$ cat config.mk
export PLATFORM = sky130hd
export DESIGN_NAME = dipt_timer
export DESIGN_NICKNAME = d
export VERILOG_FILES = /design/src/dipt_mmss.v /design/src/dipt_timer.v
export VERILOG_INCLUDE_DIRS = /design/src
export SDC_FILE = /design/constraint.sdc
export NUM_CORES = 1
export LEC_CHECK = 0
export BUFFER_PORTS_ARGS = -buffer_cell sky130_fd_sc_hd__buf_4
export CAP_MARGIN = 15
export CORE_MARGIN = 2
export CORE_UTILIZATION = 60
export DETAILED_ROUTE_END_ITERATION = 8
export PLACE_DENSITY = 0.83
export REMOVE_ABC_BUFFERS = 1
export SLEW_MARGIN = 20
export SYNTH_ARGS = -nofsm -noshare
export SYNTH_HDL_FRONTEND = slang
export SYNTH_SLANG_ARGS = --single-unit
$ cat constraint.sdc
create_clock -name CLK -period 5.7 [get_ports CLK]
set_input_delay 1.71 -clock CLK [delete_from_list [all_inputs] [get_ports CLK]]
set_output_delay 1.71 -clock CLK [all_outputs]
set_load 0.02 [all_outputs]
$ cat src/dipt_regs.vh
// Constants for the dual interval process timer: register map, fields, timing.
// Assumes a 125 MHz clock and an APB slave with one aligned 32-bit word per register.
`ifndef DIPT_REGS_VH
`define DIPT_REGS_VH

`define DIPT_A_CTRL 8'h00
`define DIPT_A_MAIN_IV 8'h04
`define DIPT_A_TRAIL_IV 8'h08
`define DIPT_A_MAIN_CNT 8'h0C
`define DIPT_A_TRAIL_CNT 8'h10
`define DIPT_A_IRQ_STAT 8'h14
`define DIPT_A_IRQ_MASK 8'h18
`define DIPT_A_STATE 8'h1C

`define DIPT_CTRL_W 7
`define DIPT_CTRL_RST 7'h00
`define DIPT_F_MODE 1:0
`define DIPT_B_DIR 2
`define DIPT_B_BASE 3
`define DIPT_B_END_ON 4
`define DIPT_B_KEEP_RUN 5
`define DIPT_B_SHOW 6

`define DIPT_MODE_OFF 2'h0
`define DIPT_MODE_SETPOINT 2'h1
`define DIPT_MODE_KEY 2'h2
`define DIPT_MODE_RUN 2'h3

`define DIPT_F_HI 14:8
`define DIPT_F_LO 5:0
`define DIPT_HI_MAX 7'h63
`define DIPT_LO_MAX 6'h3B
`define DIPT_HI_ZERO 7'h00
`define DIPT_LO_ZERO 6'h00
`define DIPT_HI_ONE 7'h01
`define DIPT_LO_ONE 6'h01

`define DIPT_F_STATE 4:0
`define DIPT_B_ST_MAIN_OUT 8
`define DIPT_B_ST_TRAIL_OUT 9

`define DIPT_IRQ_N 4
`define DIPT_IRQ_RST 4'h0
`define DIPT_IRQ_START 0
`define DIPT_IRQ_EXPIRE 1
`define DIPT_IRQ_DONE 2
`define DIPT_IRQ_STOP 3

`define DIPT_CLK_HZ 125000000
`define DIPT_TICK_SEC 1
// One second of CLK cycles at DIPT_CLK_HZ
`define DIPT_SEC_CYCLES 27'h7735940
`define DIPT_PRE_W 27
`define DIPT_PRE_ZERO 27'h0000000
`define DIPT_PRE_ONE 27'h0000001
`define DIPT_MIN_LAST 6'h3B
`define DIPT_MIN_ZERO 6'h00
`define DIPT_MIN_ONE 6'h01

`endif

$ cat src/dipt_mmss.v
// Two-field time counter: upper field 0..99, lower field 0..59.
// Assumes the caller never steps past 00:00 downward or 99:59 upward.
`timescale 1ns/1ns
`include "dipt_regs.vh"
module dipt_mmss (
   input wire clk,
   input wire rst,
   input wire ce,
   input wire load,
   input wire up,
   input wire step,
   input wire [6:0] load_hi,
   input wire [5:0] load_lo,
   output reg [6:0] hi_r,
   output reg [5:0] lo_r
);
   always @(posedge clk) begin
      if (rst) begin
         hi_r <= `DIPT_HI_ZERO;
         lo_r <= `DIPT_LO_ZERO;
      end else if (ce) begin
         if (load) begin
            hi_r <= load_hi;
            lo_r <= load_lo;
         end else if (step && up) begin
            if (lo_r == `DIPT_LO_MAX) begin
               lo_r <= `DIPT_LO_ZERO;
               hi_r <= (hi_r == `DIPT_HI_MAX) ? `DIPT_HI_ZERO : hi_r + `DIPT_HI_ONE;
            end else begin
               lo_r <= lo_r + `DIPT_LO_ONE;
            end
         end else if (step) begin
            if (lo_r == `DIPT_LO_ZERO) begin
               lo_r <= `DIPT_LO_MAX;
               hi_r <= (hi_r == `DIPT_HI_ZERO) ? `DIPT_HI_ZERO : hi_r - `DIPT_HI_ONE;
            end else begin
               lo_r <= lo_r - `DIPT_LO_ONE;
            end
         end
      end
   end
endmodule

$ cat src/dipt_timer.v
// Dual interval process timer with APB register access and one interrupt line.
// Assumes PROCESS_VALUE, SETPOINT_VALUE, RUN_FLAG and KEY_PRESS are synchronous to CLK.
//
// Added by the designer: the APB register port and the register addresses.
`timescale 1ns/1ns
`include "dipt_regs.vh"
module dipt_timer #(
   parameter [26:0] SEC_CYCLES = `DIPT_SEC_CYCLES
) (
   input wire CLK,
   input wire RST,
   input wire CE,
   input wire PSEL,
   input wire PENABLE,
   input wire PWRITE,
   input wire [7:0] PADDR,
   input wire [31:0] PWDATA,
   output reg [31:0] PRDATA,
   output reg PREADY,
   output reg PSLVERR,
   input wire [15:0] PROCESS_VALUE,
   input wire [15:0] SETPOINT_VALUE,
   input wire RUN_FLAG,
   input wire KEY_PRESS,
   output reg MAIN_OUT,
   output reg TRAIL_OUT,
   output reg RUN_CLR,
   output reg IRQ
);
   localparam [4:0] ST_IDLE = 5'h01;
   localparam [4:0] ST_MAIN = 5'h02;
   localparam [4:0] ST_HOLD = 5'h04;
   localparam [4:0] ST_TRAIL = 5'h08;
   localparam [4:0] ST_DONE = 5'h10;
   localparam [26:0] PRE_LAST = SEC_CYCLES - `DIPT_PRE_ONE;

   function [6:0] sat_hi;
      input [6:0] v;
      begin
         sat_hi = (v > `DIPT_HI_MAX) ? `DIPT_HI_MAX : v;
      end
   endfunction

   function [5:0] sat_lo;
      input [5:0] v;
      begin
         sat_lo = (v > `DIPT_LO_MAX) ? `DIPT_LO_MAX : v;
      end
   endfunction

   reg [`DIPT_CTRL_W-1:0] ctrl_r;
   reg [6:0] main_hi_r;
   reg [5:0] main_lo_r;
   reg [6:0] trail_hi_r;
   reg [5:0] trail_lo_r;
   reg [4:0] state_r;
   reg [4:0] state_nxt;
   reg [26:0] pre_r;
   reg [5:0] min_r;
   reg reached_r;
   reg run_prev_r;
   reg key_prev_r;
   reg [`DIPT_IRQ_N-1:0] irq_stat_r;
   reg [`DIPT_IRQ_N-1:0] irq_mask_r;
   reg [`DIPT_IRQ_N-1:0] ev_nxt;
   reg m_load;
   reg m_step;
   reg t_load;
   reg t_step;
   reg main_out_nxt;
   reg trail_out_nxt;
   reg run_clr_nxt;
   reg [31:0] rd_nxt;
   reg hit;

   wire [6:0] mc_hi;
   wire [5:0] mc_lo;
   wire [6:0] tc_hi;
   wire [5:0] tc_lo;
   wire [1:0] mode = ctrl_r[`DIPT_F_MODE];
   wire off = (mode == `DIPT_MODE_OFF);
   wire dir_down = ctrl_r[`DIPT_B_DIR];
   wire base_min = ctrl_r[`DIPT_B_BASE];
   wire reached = ($signed(PROCESS_VALUE) >= $signed(SETPOINT_VALUE));
   wire start_ev = ((mode == `DIPT_MODE_SETPOINT) && reached && !reached_r) ||
      ((mode == `DIPT_MODE_RUN) && RUN_FLAG && !run_prev_r);
   wire key_ev = (mode == `DIPT_MODE_KEY) && KEY_PRESS && !key_prev_r;
   wire timing = (state_r == ST_MAIN) || (state_r == ST_TRAIL);
   wire sec_tick = timing && (pre_r == PRE_LAST);
   wire tick = base_min ? (sec_tick && (min_r == `DIPT_MIN_LAST)) : sec_tick;
   wire main_done = dir_down ? ({mc_hi, mc_lo} == {`DIPT_HI_ZERO, `DIPT_LO_ZERO}) :
      ({mc_hi, mc_lo} >= {main_hi_r, main_lo_r});
   wire trail_zero = ({trail_hi_r, trail_lo_r} == {`DIPT_HI_ZERO, `DIPT_LO_ZERO});
   wire trail_one = ({tc_hi, tc_lo} == {`DIPT_HI_ZERO, `DIPT_LO_ONE});
   wire apb_acc = PSEL && PENABLE && !PREADY;
   wire apb_end = PSEL && PENABLE && PREADY;
   wire wr = apb_end && PWRITE && hit;
   wire stat_clr = apb_end && !PWRITE && (PADDR == `DIPT_A_IRQ_STAT);
   wire [6:0] m_load_hi = dir_down ? main_hi_r : `DIPT_HI_ZERO;
   wire [5:0] m_load_lo = dir_down ? main_lo_r : `DIPT_LO_ZERO;

   dipt_mmss u_main (
      .clk(CLK),
      .rst(RST),
      .ce(CE),
      .load(m_load),
      .up(!dir_down),
      .step(m_step),
      .load_hi(m_load_hi),
      .load_lo(m_load_lo),
      .hi_r(mc_hi),
      .lo_r(mc_lo)
   );

   dipt_mmss u_trail (
      .clk(CLK),
      .rst(RST),
      .ce(CE),
      .load(t_load),
      .up(1'b0),
      .step(t_step),
      .load_hi(trail_hi_r),
      .load_lo(trail_lo_r),
      .hi_r(tc_hi),
      .lo_r(tc_lo)
   );

   always @* begin
      state_nxt = state_r;
      m_load = 1'b0;
      m_step = 1'b0;
      t_load = 1'b0;
      t_step = 1'b0;
      main_out_nxt = MAIN_OUT;
      trail_out_nxt = TRAIL_OUT;
      run_clr_nxt = 1'b0;
      ev_nxt = `DIPT_IRQ_RST;
      if (off) begin
         state_nxt = ST_IDLE;
         main_out_nxt = 1'b0;
         trail_out_nxt = 1'b0;
      end else begin
         case (state_r)
            ST_IDLE, ST_DONE, ST_HOLD: begin
               if (start_ev || key_ev) begin
                  state_nxt = ST_MAIN;
                  m_load = 1'b1;
                  main_out_nxt = !ctrl_r[`DIPT_B_END_ON];
                  trail_out_nxt = 1'b0;
                  ev_nxt[`DIPT_IRQ_START] = 1'b1;
               end
            end
            ST_MAIN: begin
               if (key_ev) begin
                  state_nxt = ST_HOLD;
                  ev_nxt[`DIPT_IRQ_STOP] = 1'b1;
               end else if (main_done) begin
                  main_out_nxt = ctrl_r[`DIPT_B_END_ON];
                  ev_nxt[`DIPT_IRQ_EXPIRE] = 1'b1;
                  if (trail_zero) begin
                     state_nxt = ST_DONE;
                     ev_nxt[`DIPT_IRQ_DONE] = 1'b1;
                     run_clr_nxt = !ctrl_r[`DIPT_B_KEEP_RUN];
                  end else begin
                     state_nxt = ST_TRAIL;
                     t_load = 1'b1;
                     trail_out_nxt = 1'b1;
                  end
               end else if (tick) begin
                  m_step = 1'b1;
               end
            end
            ST_TRAIL: begin
               if (tick && trail_one) begin
                  state_nxt = ST_DONE;
                  trail_out_nxt = 1'b0;
                  ev_nxt[`DIPT_IRQ_DONE] = 1'b1;
                  run_clr_nxt = !ctrl_r[`DIPT_B_KEEP_RUN];
               end else if (tick) begin
                  t_step = 1'b1;
               end
            end
            default: begin
               state_nxt = ST_IDLE;
            end
         endcase
      end
   end

   always @* begin
      rd_nxt = 32'h00000000;
      hit = 1'b1;
      case (PADDR)
         `DIPT_A_CTRL: rd_nxt[`DIPT_CTRL_W-1:0] = ctrl_r;
         `DIPT_A_MAIN_IV: begin
            if (!off) begin
               rd_nxt[`DIPT_F_HI] = main_hi_r;
               rd_nxt[`DIPT_F_LO] = main_lo_r;
            end
         end
         `DIPT_A_TRAIL_IV: begin
            if (!off) begin
               rd_nxt[`DIPT_F_HI] = trail_hi_r;
               rd_nxt[`DIPT_F_LO] = trail_lo_r;
            end
         end
         `DIPT_A_MAIN_CNT: begin
            if (!off) begin
               rd_nxt[`DIPT_F_HI] = mc_hi;
               rd_nxt[`DIPT_F_LO] = mc_lo;
            end
         end
         `DIPT_A_TRAIL_CNT: begin
            if (!off) begin
               rd_nxt[`DIPT_F_HI] = tc_hi;
               rd_nxt[`DIPT_F_LO] = tc_lo;
            end
         end
         `DIPT_A_IRQ_STAT: rd_nxt[`DIPT_IRQ_N-1:0] = irq_stat_r;
         `DIPT_A_IRQ_MASK: rd_nxt[`DIPT_IRQ_N-1:0] = irq_mask_r;
         `DIPT_A_STATE: begin
            rd_nxt[`DIPT_F_STATE] = state_r;
            rd_nxt[`DIPT_B_ST_MAIN_OUT] = MAIN_OUT;
            rd_nxt[`DIPT_B_ST_TRAIL_OUT] = TRAIL_OUT;
         end
         default: hit = 1'b0;
      endcase
   end

   always @(posedge CLK) begin
      if (RST) begin
         state_r <= ST_IDLE;
         MAIN_OUT <= 1'b0;
         TRAIL_OUT <= 1'b0;
         RUN_CLR <= 1'b0;
         reached_r <= 1'b0;
         run_prev_r <= 1'b0;
         key_prev_r <= 1'b0;
         pre_r <= `DIPT_PRE_ZERO;
         min_r <= `DIPT_MIN_ZERO;
      end else if (CE) begin
         state_r <= state_nxt;
         MAIN_OUT <= main_out_nxt;
         TRAIL_OUT <= trail_out_nxt;
         RUN_CLR <= run_clr_nxt;
         reached_r <= reached;
         run_prev_r <= RUN_FLAG;
         key_prev_r <= KEY_PRESS;
         // Restart tick phase so each interval counts whole ticks
         if (m_load || t_load || !timing) begin
            pre_r <= `DIPT_PRE_ZERO;
            min_r <= `DIPT_MIN_ZERO;
         end else if (sec_tick) begin
            pre_r <= `DIPT_PRE_ZERO;
            min_r <= (min_r == `DIPT_MIN_LAST) ? `DIPT_MIN_ZERO : min_r + `DIPT_MIN_ONE;
         end else begin
            pre_r <= pre_r + `DIPT_PRE_ONE;
         end
      end
   end

   always @(posedge CLK) begin
      if (RST) begin
         ctrl_r <= `DIPT_CTRL_RST;
         main_hi_r <= `DIPT_HI_ZERO;
         main_lo_r <= `DIPT_LO_ZERO;
         trail_hi_r <= `DIPT_HI_ZERO;
         trail_lo_r <= `DIPT_LO_ZERO;
         irq_mask_r <= `DIPT_IRQ_RST;
         PREADY <= 1'b0;
         PSLVERR <= 1'b0;
         PRDATA <= 32'h00000000;
         IRQ <= 1'b0;
      end else if (CE) begin
         PREADY <= apb_acc;
         PSLVERR <= apb_acc && !hit;
         if (apb_acc && !PWRITE) begin
            PRDATA <= rd_nxt;
         end
         if (wr && (PADDR == `DIPT_A_CTRL)) begin
            ctrl_r <= PWDATA[`DIPT_CTRL_W-1:0];
         end
         // Interval settings are hidden and locked while timers are off
         if (wr && !off && (PADDR == `DIPT_A_MAIN_IV)) begin
            main_hi_r <= sat_hi(PWDATA[`DIPT_F_HI]);
            main_lo_r <= sat_lo(PWDATA[`DIPT_F_LO]);
         end
         if (wr && !off && (PADDR == `DIPT_A_TRAIL_IV)) begin
            trail_hi_r <= sat_hi(PWDATA[`DIPT_F_HI]);
            trail_lo_r <= sat_lo(PWDATA[`DIPT_F_LO]);
         end
         if (wr && (PADDR == `DIPT_A_IRQ_MASK)) begin
            irq_mask_r <= PWDATA[`DIPT_IRQ_N-1:0];
         end
         IRQ <= |(irq_stat_r & irq_mask_r);
      end
   end

   // Sticky event bits; a new event wins over the read clear
   // Only bits returned by the read are cleared, so a late event is not lost
   genvar gi;
   generate
      for (gi = 0; gi < `DIPT_IRQ_N; gi = gi + 1) begin : g_irq
         always @(posedge CLK) begin
            if (RST) begin
               irq_stat_r[gi] <= 1'b0;
            end else if (CE) begin
               irq_stat_r[gi] <= ev_nxt[gi] || (irq_stat_r[gi] && !(stat_clr && PRDATA[gi]));
            end
         end
      end
   endgenerate
endmodule

-- After elaboration in Yosys (flattened, before gate mapping)
Index checks and enable logic that the tools add are counted.
- output and inout bits: 38
- input bits: 80
- memories: 0
- word-level logic and storage cells: 249
- latch bits: 0
- bits in registers: 128
- bits in read-only memories: 0
- memory bits (writable): 0
- reductions and logical operators: 87
- mux-type cells: 95
- add/sub/neg operators: 8
- multiply operators: 0
- magnitude comparators: 4
- shift operators: 0
- bitwise operators: 1
- div/mod/pow operators: 0
- equality and inequality tests: 27
- operators with widths (kind ; count):
    $mux W7 ; 17
    $mux W6 ; 17
    $mux W27 ; 2
    $mux W1 ; 40
    $eq A8 B5 Y1 const B ; 4
    $logic_and A1 B1 Y1 ; 32
    $pmux W4 S8 ; 1
    $mux W5 ; 6
    $add A27 B1 Y27 const B ; 1
    $eq A27 B27 Y1 const B ; 1
    $logic_not A13 Y1 ; 2
    $pmux W5 S4 ; 1
    $eq A8 B4 Y1 const B ; 2
    $ge A16 B16 Y1 ; 1
    $reduce_and A2 Y1 ; 8
    $logic_not A1 Y1 ; 15
    $ne A3 B3 Y1 const B ; 5
    $pmux W5 S3 ; 1
    $logic_not A7 Y1 ; 2
    $sub A7 B1 Y7 const B ; 2
    $eq A13 B1 Y1 const B ; 1
    $ge A13 B13 Y1 ; 1
    $add A6 B1 Y6 const B ; 2
    $eq A6 B6 Y1 const B ; 2
    37 further kinds ; 56

-- Logic depth before layout (Yosys ltp)
Gate-level depths: netlist of the first run.
- depth in word-level cells: 13
- mapped depth: 13
- depth with buffers taken out: 11

-- Modules after synthesis
A second synthesis of the first run with hierarchy kept.
- cell total of the unflattened synthesis: 1131
- area total of the unflattened synthesis: 8899.8 um2
- modules (own cells, without submodules) (module ; instances ; area an instance (um2) ; cells each ; seq. area each (um2)):
    dipt_timer ; 1 ; 6279.8 ; 789 ; 2042.0
    dipt_mmss ; 2 ; 1310.0 ; 171 ; 260.2

-- Worst setup path before layout of the first run
No wires, ideal clock.
- path kind: input-to-reg
- start: input port SETPOINT_VALUE[15]
- end: register u_main.hi_r[2]
- required time: 5.568 ns
- stages on the path: 12
- path buffers: 1
- setup time: 0.132 ns
- slack: 1.758 ns
- data arrival time: 3.810 ns
- path through: inv_1 > ha_1 > nand4_1 > nor4_1 > a21boi_1 > or3_1 > nand3_1 > a21oi_4 > a22oi_4 > buf_6 > a311oi_1 > nor3_1
- longest elaborated chain between the ends: 10
- elaborated cells between the ends (all ways): 13
- ends and longest elaborated chain (what ; line ; text):
    from (decl) ; dipt_timer.v:22 ; input wire [15:0] SETPOINT_VALUE,
    $ge A16 B16 Y1 * ; dipt_timer.v:84 ; wire reached = ($signed(PROCESS_VALUE) >= $signed(SETPOINT_VALUE));
    $logic_and A1 B1 Y1 * (2 in a row) ; dipt_timer.v:85 ; wire start_ev = ((mode == `DIPT_MODE_SETPOINT) && reached && !reached_r) ||
    $logic_or A1 B1 Y1 * ; dipt_timer.v:85 ;
    $logic_or A1 B1 Y1 * ; dipt_timer.v:145 ; if (start_ev || key_ev) begin
    $mux W1 * ; dipt_timer.v:145 ;
    $mux W1 * ; dipt_timer.v:143 ; case (state_r)
    $mux W1 * ; dipt_timer.v:138 ; if (off) begin
    $ne A3 B3 Y1 (no line) / $reduce_bool A3 Y1 (equally long branches) ; - ;
    $reduce_and A4 Y1 (no line) ; - ;
    to (signal assigned) ; dipt_mmss.v:23 ; hi_r <= load_hi;
    to (signal assigned) ; dipt_mmss.v:28 ; hi_r <= (hi_r == `DIPT_HI_MAX) ? `DIPT_HI_ZERO : hi_r + `DIPT_HI_ONE;
    to (signal assigned) ; dipt_mmss.v:35 ; hi_r <= (hi_r == `DIPT_HI_ZERO) ? `DIPT_HI_ZERO : hi_r - `DIPT_HI_ONE;
    to (decl) ; dipt_mmss.v:14 ; output reg [6:0] hi_r,
Mark *: on every way between the ends. The rest lies on a longest branch, timed or not.
A chain may end at the register's enable or synchronous reset.

-- Worst setup path in the final report of the first run
- start: input port PROCESS_VALUE[15]
- end: register u_main.hi_r[6]
- longest elaborated chain between the ends: 10
- elaborated cells between the ends (all ways): 13
- ends and longest elaborated chain (what ; line ; text):
    from (decl) ; dipt_timer.v:21 ; input wire [15:0] PROCESS_VALUE,
    $ge A16 B16 Y1 * ; dipt_timer.v:84 ;
    $logic_and A1 B1 Y1 * (2 in a row) ; dipt_timer.v:85 ;
    $logic_or A1 B1 Y1 * ; dipt_timer.v:85 ;
    $logic_or A1 B1 Y1 * ; dipt_timer.v:145 ;
    $mux W1 * ; dipt_timer.v:145 ;
    $mux W1 * ; dipt_timer.v:143 ;
    $mux W1 * ; dipt_timer.v:138 ;
    $ne A3 B3 Y1 (no line) / $reduce_bool A3 Y1 (equally long branches) ; - ;
    $reduce_and A4 Y1 (no line) ; - ;
Marks and branches as above.

==> run metrics, run 1 <==
antenna violations before repair 0; type of the worst min-delay path reg2reg; fraction of registers with async set/reset 0%; overall overflow remaining after global route 0; share of post-route cells with drive strength above 1 13.3%; static power due to leakage 0.00340 µW; Setup CP Type in2reg; number of hold buffers added after cts 0; Total Routing Usage GR 30.4%; normalized max-slew margin a little over a quarter; Gate Count Post-Synth between 1000 and 1500; post-route clock skew 9.38 ps; number of remaining DRC errors 0; launch point of the worst path PROCESS_VALUE[15]; most numerous cell in the Yosys netlist sky130_fd_sc_hd__dfxtp_1; most used standard cells in the synthesized netlist sky130_fd_sc_hd__dfxtp_1 (128), sky130_fd_sc_hd__nand2_1 (125), sky130_fd_sc_hd__nor2_1 (113); average wire per cell in the routed design between 15 and 20 µm; most used flip-flop cell after synthesis sky130_fd_sc_hd__dfxtp_1; top-area cell type share of the netlist area about a third; Vias between 7000 and 8000; weighted congestion reported at the end of routability-driven placement just over 0.9; number of core rows 42; cell accounting for the most synthesized area sky130_fd_sc_hd__dfxtp_1; antenna diode instance count 0; total negative slack for setup checks 0 ps; area of the core region between 10000 and 15000 µm²; final hold violation count 0; distinct cell type count of the synthesized netlist 88; Initial Util 60.7%; vias in the first global route 7091; pre-CTS setup slack 1140 ps; Fmax achieved between 0.2 and 0.25 GHz; number of placed I/O pins 118; insertion delay to the later sink of the worst-skew pair ~420 ps; synthesized area slightly below 8000 µm²; data arrival time of the worst path approximately 4400 ps; number of max-cap violations 0; detailed router's first-iteration violation count around 860; wire length of the first global-routing pass 35.0 mm; via density per instance just over 6; Setup Fix Bufs, Post-CTS 0; smallest setup slack after layout approximately 1600 ps; Worst Hold Path Cells 2; IR Drop Worst-Case VDD 0.000202 V; FF+latch count, synth about 130; cell at the root of the clock tree sky130_fd_sc_hd__clkbuf_16; Total Power Consumption between 2000 and 2500 µW; CTS Buf Count 17; critical path capture point type flop; total count of max-transition violations in the final report 0; length of the first detailed-routing pass in iterations 6; final HPWL from detailed placement roughly 15 mm; TritonCTS clock tree yes; register-to-register setup slack between 2000 and 2500 ps; H-tree level count 4; sequential share of the synthesized area between 30% and 40%; top cells by area, synth sky130_fd_sc_hd__dfxtp_1 (32%), sky130_fd_sc_hd__ha_1 (6.1%), sky130_fd_sc_hd__nand2_1 (5.9%); number of cells on the worst reg-to-reg path 10; unrepaired setup endpoints after global routing false; post-cts resize count 0; Post-Syn Area per Cell 7.74 µm²; r2r startpoint pre_r[0]; die outline height around 120 µm; final antenna-violating net count 0; clock input transition at the sequential cells of the worst setup and hold paths 50 ps; die area ~14000 µm²; die span in x 119 µm; part of the cycle the worst path needs 72.3%; synth-to-layout area growth 14.6%; wire length after detailed routing approximately 21 mm; number of synthesis warnings 0; core utilization of the finished layout a little over two thirds; CTS max path bufs 2; EDFF count, synth 0; net count of the finished layout ~1200; setup violators final 0; total number of clock tree sinks 128; PortBufs just over 80; status complete, no violations; destination of the worst register-to-register timing path u_main.lo_r[0]; filler cell count 1103; Worst EP required ~6000 ps; worst-path maximum fanout 16; element type at the critical path start input pin; Setup crit end u_main.hi_r[6]; largest net degree at the start of global routing 60; power per cell area roughly 230 nW/µm²; worst slew pin tran 1090 ps; final critical delay including setup and external delays 4120 ps
[final cells by class]
class                           count  area, µm²  area share, %
Clock inverter                      8        115           1.26
Timing Repair Buffer               89        668           7.34
Multi-Input combinational cell    796       4890           53.7
Sequential cell                   128       2560           28.2
Tap cell                          176        220           2.42
Inverter                           50        188           2.06
Clock buffer                       20        457           5.02
[worst min-delay path by stage]
stage	start	to	slack [ps]
global route	irq_stat_r[1]	irq_stat_r[1]	490
global placement	PRDATA[6]	PRDATA[6]	460
CTS	irq_stat_r[1]	irq_stat_r[1]	470
detailed placement	PRDATA[6]	PRDATA[6]	460
finish	min_r[1]	min_r[1]	470
floorplan	ctrl_r[6]	PRDATA[6]	440
[cell families (layout without fill, tap and decap cells)]
kind of cell / count (synthesis) / in the layout / synth area share, %
DFF: 128 / 128 / 32.3
muxes: 20 / 20 / 2.55
and+or+nand+nor: 440 / 440 / 27.3
AOI/OAI and AO/OA: 243 / 243 / 20.7
adders and majority gates: 39 / 39 / 6.14
other: 1 / 18 / 0.0472
buffers and inverters: 120 / 167 / 6.99
xor gates and xnor gates: 36 / 36 / 3.97
[worst max-delay path, stage by stage]
cell	delay, ps
sky130_fd_sc_hd__buf_4	110
sky130_fd_sc_hd__ha_1	340
sky130_fd_sc_hd__nand4_1	170
sky130_fd_sc_hd__nor4_1	340
sky130_fd_sc_hd__a21boi_1	300
sky130_fd_sc_hd__or3_1	180
sky130_fd_sc_hd__nand3_1	140
sky130_fd_sc_hd__a21oi_4	450
sky130_fd_sc_hd__buf_4	300
sky130_fd_sc_hd__a21oi_1	60
sky130_fd_sc_hd__a311oi_1	230
sky130_fd_sc_hd__a211oi_1	80
[stage by stage]
step | hold WS (ps) | instances | instance area (µm²)
floorplan | 441 | 974 | 7640
global placement | 457 | 1239 | 8530
detailed placement | 457 | 1239 | 8530
CTS | 473 | 1267 | 9100
global route | 489 | 1267 | 9100
finish | 472 | 1267 | 9100
[cells in the final DEF, fill, tap and decap left out, drive strengths merged, types with 16 or more instances in the layout]
cell,n
o21ai,35
nor2,113
clkbuf,20
nand3,58
dfxtp,128
nor3,31
a21oi,88
conb,18
nand2,126
buf,89
xnor2,16
xor2,20
inv,50
ha,39
mux2i,18
[layer usage]
metal / track usage [%] / vias to the layer above / wire length (µm)
met5: 0 / - / 0
met4: 12.0 / 0 / 447
met3: 5.65 / 50 / 1980
met2: 48.9 / 387 / 9890
met1: 40.5 / 3616 / 8990
li1: - / 3791 / -
[sequential cells by signal, summed over array words and instances, names as in the netlist, 7 cells and up]
name / count
PRDATA: 14
ctrl_r: 7
main_hi_r: 7
pre_r: 27
trail_hi_r: 7
u_main.hi_r: 7
u_trail.hi_r: 7
[power breakdown]
group	internal, µW	switching (µW)
Sequential	899	3.03
Clock	695	377
Combinational	50.8	75.0
Total	1650	455
No activity file was read; power rests on OpenSTA's default activity.
==> run 2: changes to the inputs <==
CORE_UTILIZATION = 52   (was 60)
PLACE_DENSITY = 0.77   (was 0.83)
clock period = 3.5 ns   (was 5.7 ns; I/O delays follow)
==> run 2 against run 1 <==
Net effect:
- sequential power grew 63%
- sequential cell count is the same
- first-iteration DRC count grew 13%
- cell count grew 4.7%
- highest routed layer unchanged
- clock skew shrank 1.5 ps
- critical path depth is the same
- register-to-register slack lost 1800 ps
- via count grew 2.7%
- core utilization shrank 6.9 points
- die area grew 15%
- largest cell class unchanged
- design area grew 4.0%
==> run metrics, run 2 (same netlist as run 1, synthesis figures left out) <==
number of cells on the worst reg-to-reg path 11 (+1); antenna diode instance count 0 (unchanged); average wire per cell in the routed design 16.7 µm (-0.46%); Worst Hold Path Cells 2 (unchanged); top flop regs pre_r: 27 flops, PRDATA: 14 flops; internal portion of total power 2540 µW (+54%); Worst EP required 3840 ps (-2140 ps); pre-CTS setup slack -231 ps (-1370 ps); unrepaired setup endpoints after global routing false; length of the first detailed-routing pass in iterations 8 (+2); filler cell count 1303 (+18%); status complete, no violations; via density per instance 6.07 (-1.9%); fraction of power consumed by sequential logic 43.4% (+0.4 points); worst-path maximum fanout 11 (-5); CTS max path bufs 2 (unchanged); cell at the root of the clock tree sky130_fd_sc_hd__clkbuf_16; most frequent cells in the layout sky130_fd_sc_hd__buf_4 (130), sky130_fd_sc_hd__dfxtp_1 (128), sky130_fd_sc_hd__nand2_1 (125), sky130_fd_sc_hd__nor2_1 (113), sky130_fd_sc_hd__a21oi_1 (87); clock input transition at the sequential cells of the worst setup and hold paths 60 ps (about the same); multi-input gate area in the final layout 4900 µm² (+0.13%); net count of the finished layout 1244 (+3.6%); r2r startpoint pre_r[1]; critical path capture point type flop; Switching Power 846 µW (+86%); synth-to-layout area growth 19.1%; die outline height 128 µm (+7.2%); switching share of power 25.0% (+3.3 points); Setup CP Type in2reg; wire length after detailed routing 22.2 mm (+4.2%); Largest register FFs 27 (unchanged); antenna violations before repair 0 (unchanged); register-to-register setup slack 320 ps (-1760 ps); setup violators final 0 (unchanged); wire length of the first global-routing pass 36.3 mm (+3.7%); number of placed I/O pins 118 (unchanged); Initial Util 52.7% (-8.1 points); number of max-cap violations 0 (unchanged); total count of max-transition violations in the final report 0 (unchanged); PortBufs 81 (unchanged); number of remaining DRC errors 0 (unchanged); Placed Cells incl. Taps 1294 (+4.4%); total negative slack for setup checks 0 ps (unchanged); number of core rows 45 (+7.1%); element type at the critical path start input pin; TritonCTS clock tree yes; hold path startpoint PRDATA[6]; FF+latch area 2560 µm² (unchanged); most common cell after layout, fill and taps aside sky130_fd_sc_hd__buf_4; largest net degree at the start of global routing 51 (-15%); static power due to leakage 0.00360 µW (+5.8%); final antenna-violating net count 0 (unchanged); insertion delay to the later sink of the worst-skew pair 430 ps (about the same); part of the cycle the worst path needs between 90% and 100%; Vias 8055 (+2.7%); die span in x 128 µm (+7.2%); Total Routing Usage GR 27.6% (-2.9 points); overall overflow remaining after global route 0 (unchanged); data arrival time of the worst path 3610 ps (-790 ps); IR Drop Worst-Case VDD 0.000356 V (+76%); power per cell area 358 nW/µm² (+55%); clock network fraction of total power 50.3% (-0.8 points); die area 16300 µm² (+15%); post-route clock skew 7.85 ps (-1.53 ps); normalized max-slew margin 54.8% (+28 points); CTS Buf Count 17 (unchanged); final critical delay including setup and external delays roughly 3300 ps; destination of the worst register-to-register timing path u_main.hi_r[2]; detailed router's first-iteration violation count 970 (+13%); vias in the first global route 7478 (+5.5%); worst slew pin tran 672 ps (-422 ps); Setup Fix Bufs, Post-CTS 0 (unchanged); relative contribution of combinational cells to total power 6.4% (+0.4 points); H-tree level count 4 (unchanged); final hold violation count 0 (unchanged); register containing the most flip-flops in the final layout pre_r; final HPWL from detailed placement 16.2 mm (+7.0%); total number of clock tree sinks 128 (unchanged); type of the worst min-delay path reg2reg; weighted congestion reported at the end of routability-driven placement 0.910 (-1.8%); smallest setup slack after layout 226 ps (-1350 ps); area of the core region 15100 µm² (+15%); share of post-route cells with drive strength above 1 17.0% (+3.7 points); endpoint of the worst hold-timing path PRDATA[6]; Fmax achieved just over 0.3 GHz; Post-Layout Cell Count 1326 (+4.7%)
run 2: layer usage:
| metal | global-route usage [%] | vias to the layer above | routed length, µm |
|---|---|---|---|
| li1 | - | 3877 | - |
| met1 | 36.9 | 3737 | 9490 |
| met3 | 5.86 | 40 | 2020 |
| met5 | 0 | - | 0 |
| met4 | 8.92 | 0 | 448 |
| met2 | 44.5 | 401 | 10200 |
run 2: how the worst max path moves through the flow:
stage                                 to                from  slack, ps
final                     u_main.lo_r[2]   PROCESS_VALUE[14]        230
after detailed placement  u_main.lo_r[2]   PROCESS_VALUE[14]       -230
after global routing      u_main.hi_r[2]            pre_r[1]          3
after CTS                 u_main.lo_r[2]   PROCESS_VALUE[14]        220
after floorplan           u_main.hi_r[0]  SETPOINT_VALUE[15]         40
after global placement    u_main.hi_r[5]   PROCESS_VALUE[14]       -130
run 2: layout make-up:
type	count	area share (%)
Multi-Input combinational cell	796	51.8
Sequential cell	128	27.1
Timing Repair Buffer	132	10.7
Clock buffer	18	4.54
Tap cell	188	2.49
Inverter	50	1.98
Clock inverter	14	1.41
run 2: per-stage QoR:
| stage | util, % | hold slack, ps | cell area, µm² | power (µW) |
|---|---|---|---|---|
| after floorplan | - | 441 | 7640 | 1590 |
| after global placement | 58.9 | 452 | 8890 | 1710 |
| after detailed placement | 58.9 | 461 | 8890 | 1710 |
| after CTS | 62.7 | 474 | 9460 | 3400 |
| after global routing | 62.7 | 495 | 9460 | 3490 |
| final | 62.7 | 473 | 9460 | 3390 |
run 2: power groups by stage:
stage          Clock (µW)  Combinational (µW)  Sequential [µW]
3_5_place_dp            0                 212             1500
3_3_place_gp            0                 209             1500
6_report             1700                 216             1470
4_1_cts              1710                 213             1470
2_1_floorplan           0                82.4             1500
5_1_grt              1780                 238             1470
run 2: critical path, cell delays in order:
cell and delay, ps:
sky130_fd_sc_hd__buf_4 110, sky130_fd_sc_hd__ha_1 310, sky130_fd_sc_hd__nand4_1 200, sky130_fd_sc_hd__nor4_2 320
sky130_fd_sc_hd__a21boi_1 270, sky130_fd_sc_hd__or3_1 170, sky130_fd_sc_hd__nand3_1 140, sky130_fd_sc_hd__a21oi_4 280
sky130_fd_sc_hd__buf_4 240, sky130_fd_sc_hd__o21a_1 220, sky130_fd_sc_hd__nor2_1 60, sky130_fd_sc_hd__a311oi_1 240
run 2: repair_timing:
action                     in CTS  in global routing
setup endpoints to repair       0                  2
gates resized for setup         0                  1
hold buffers                    0                  0
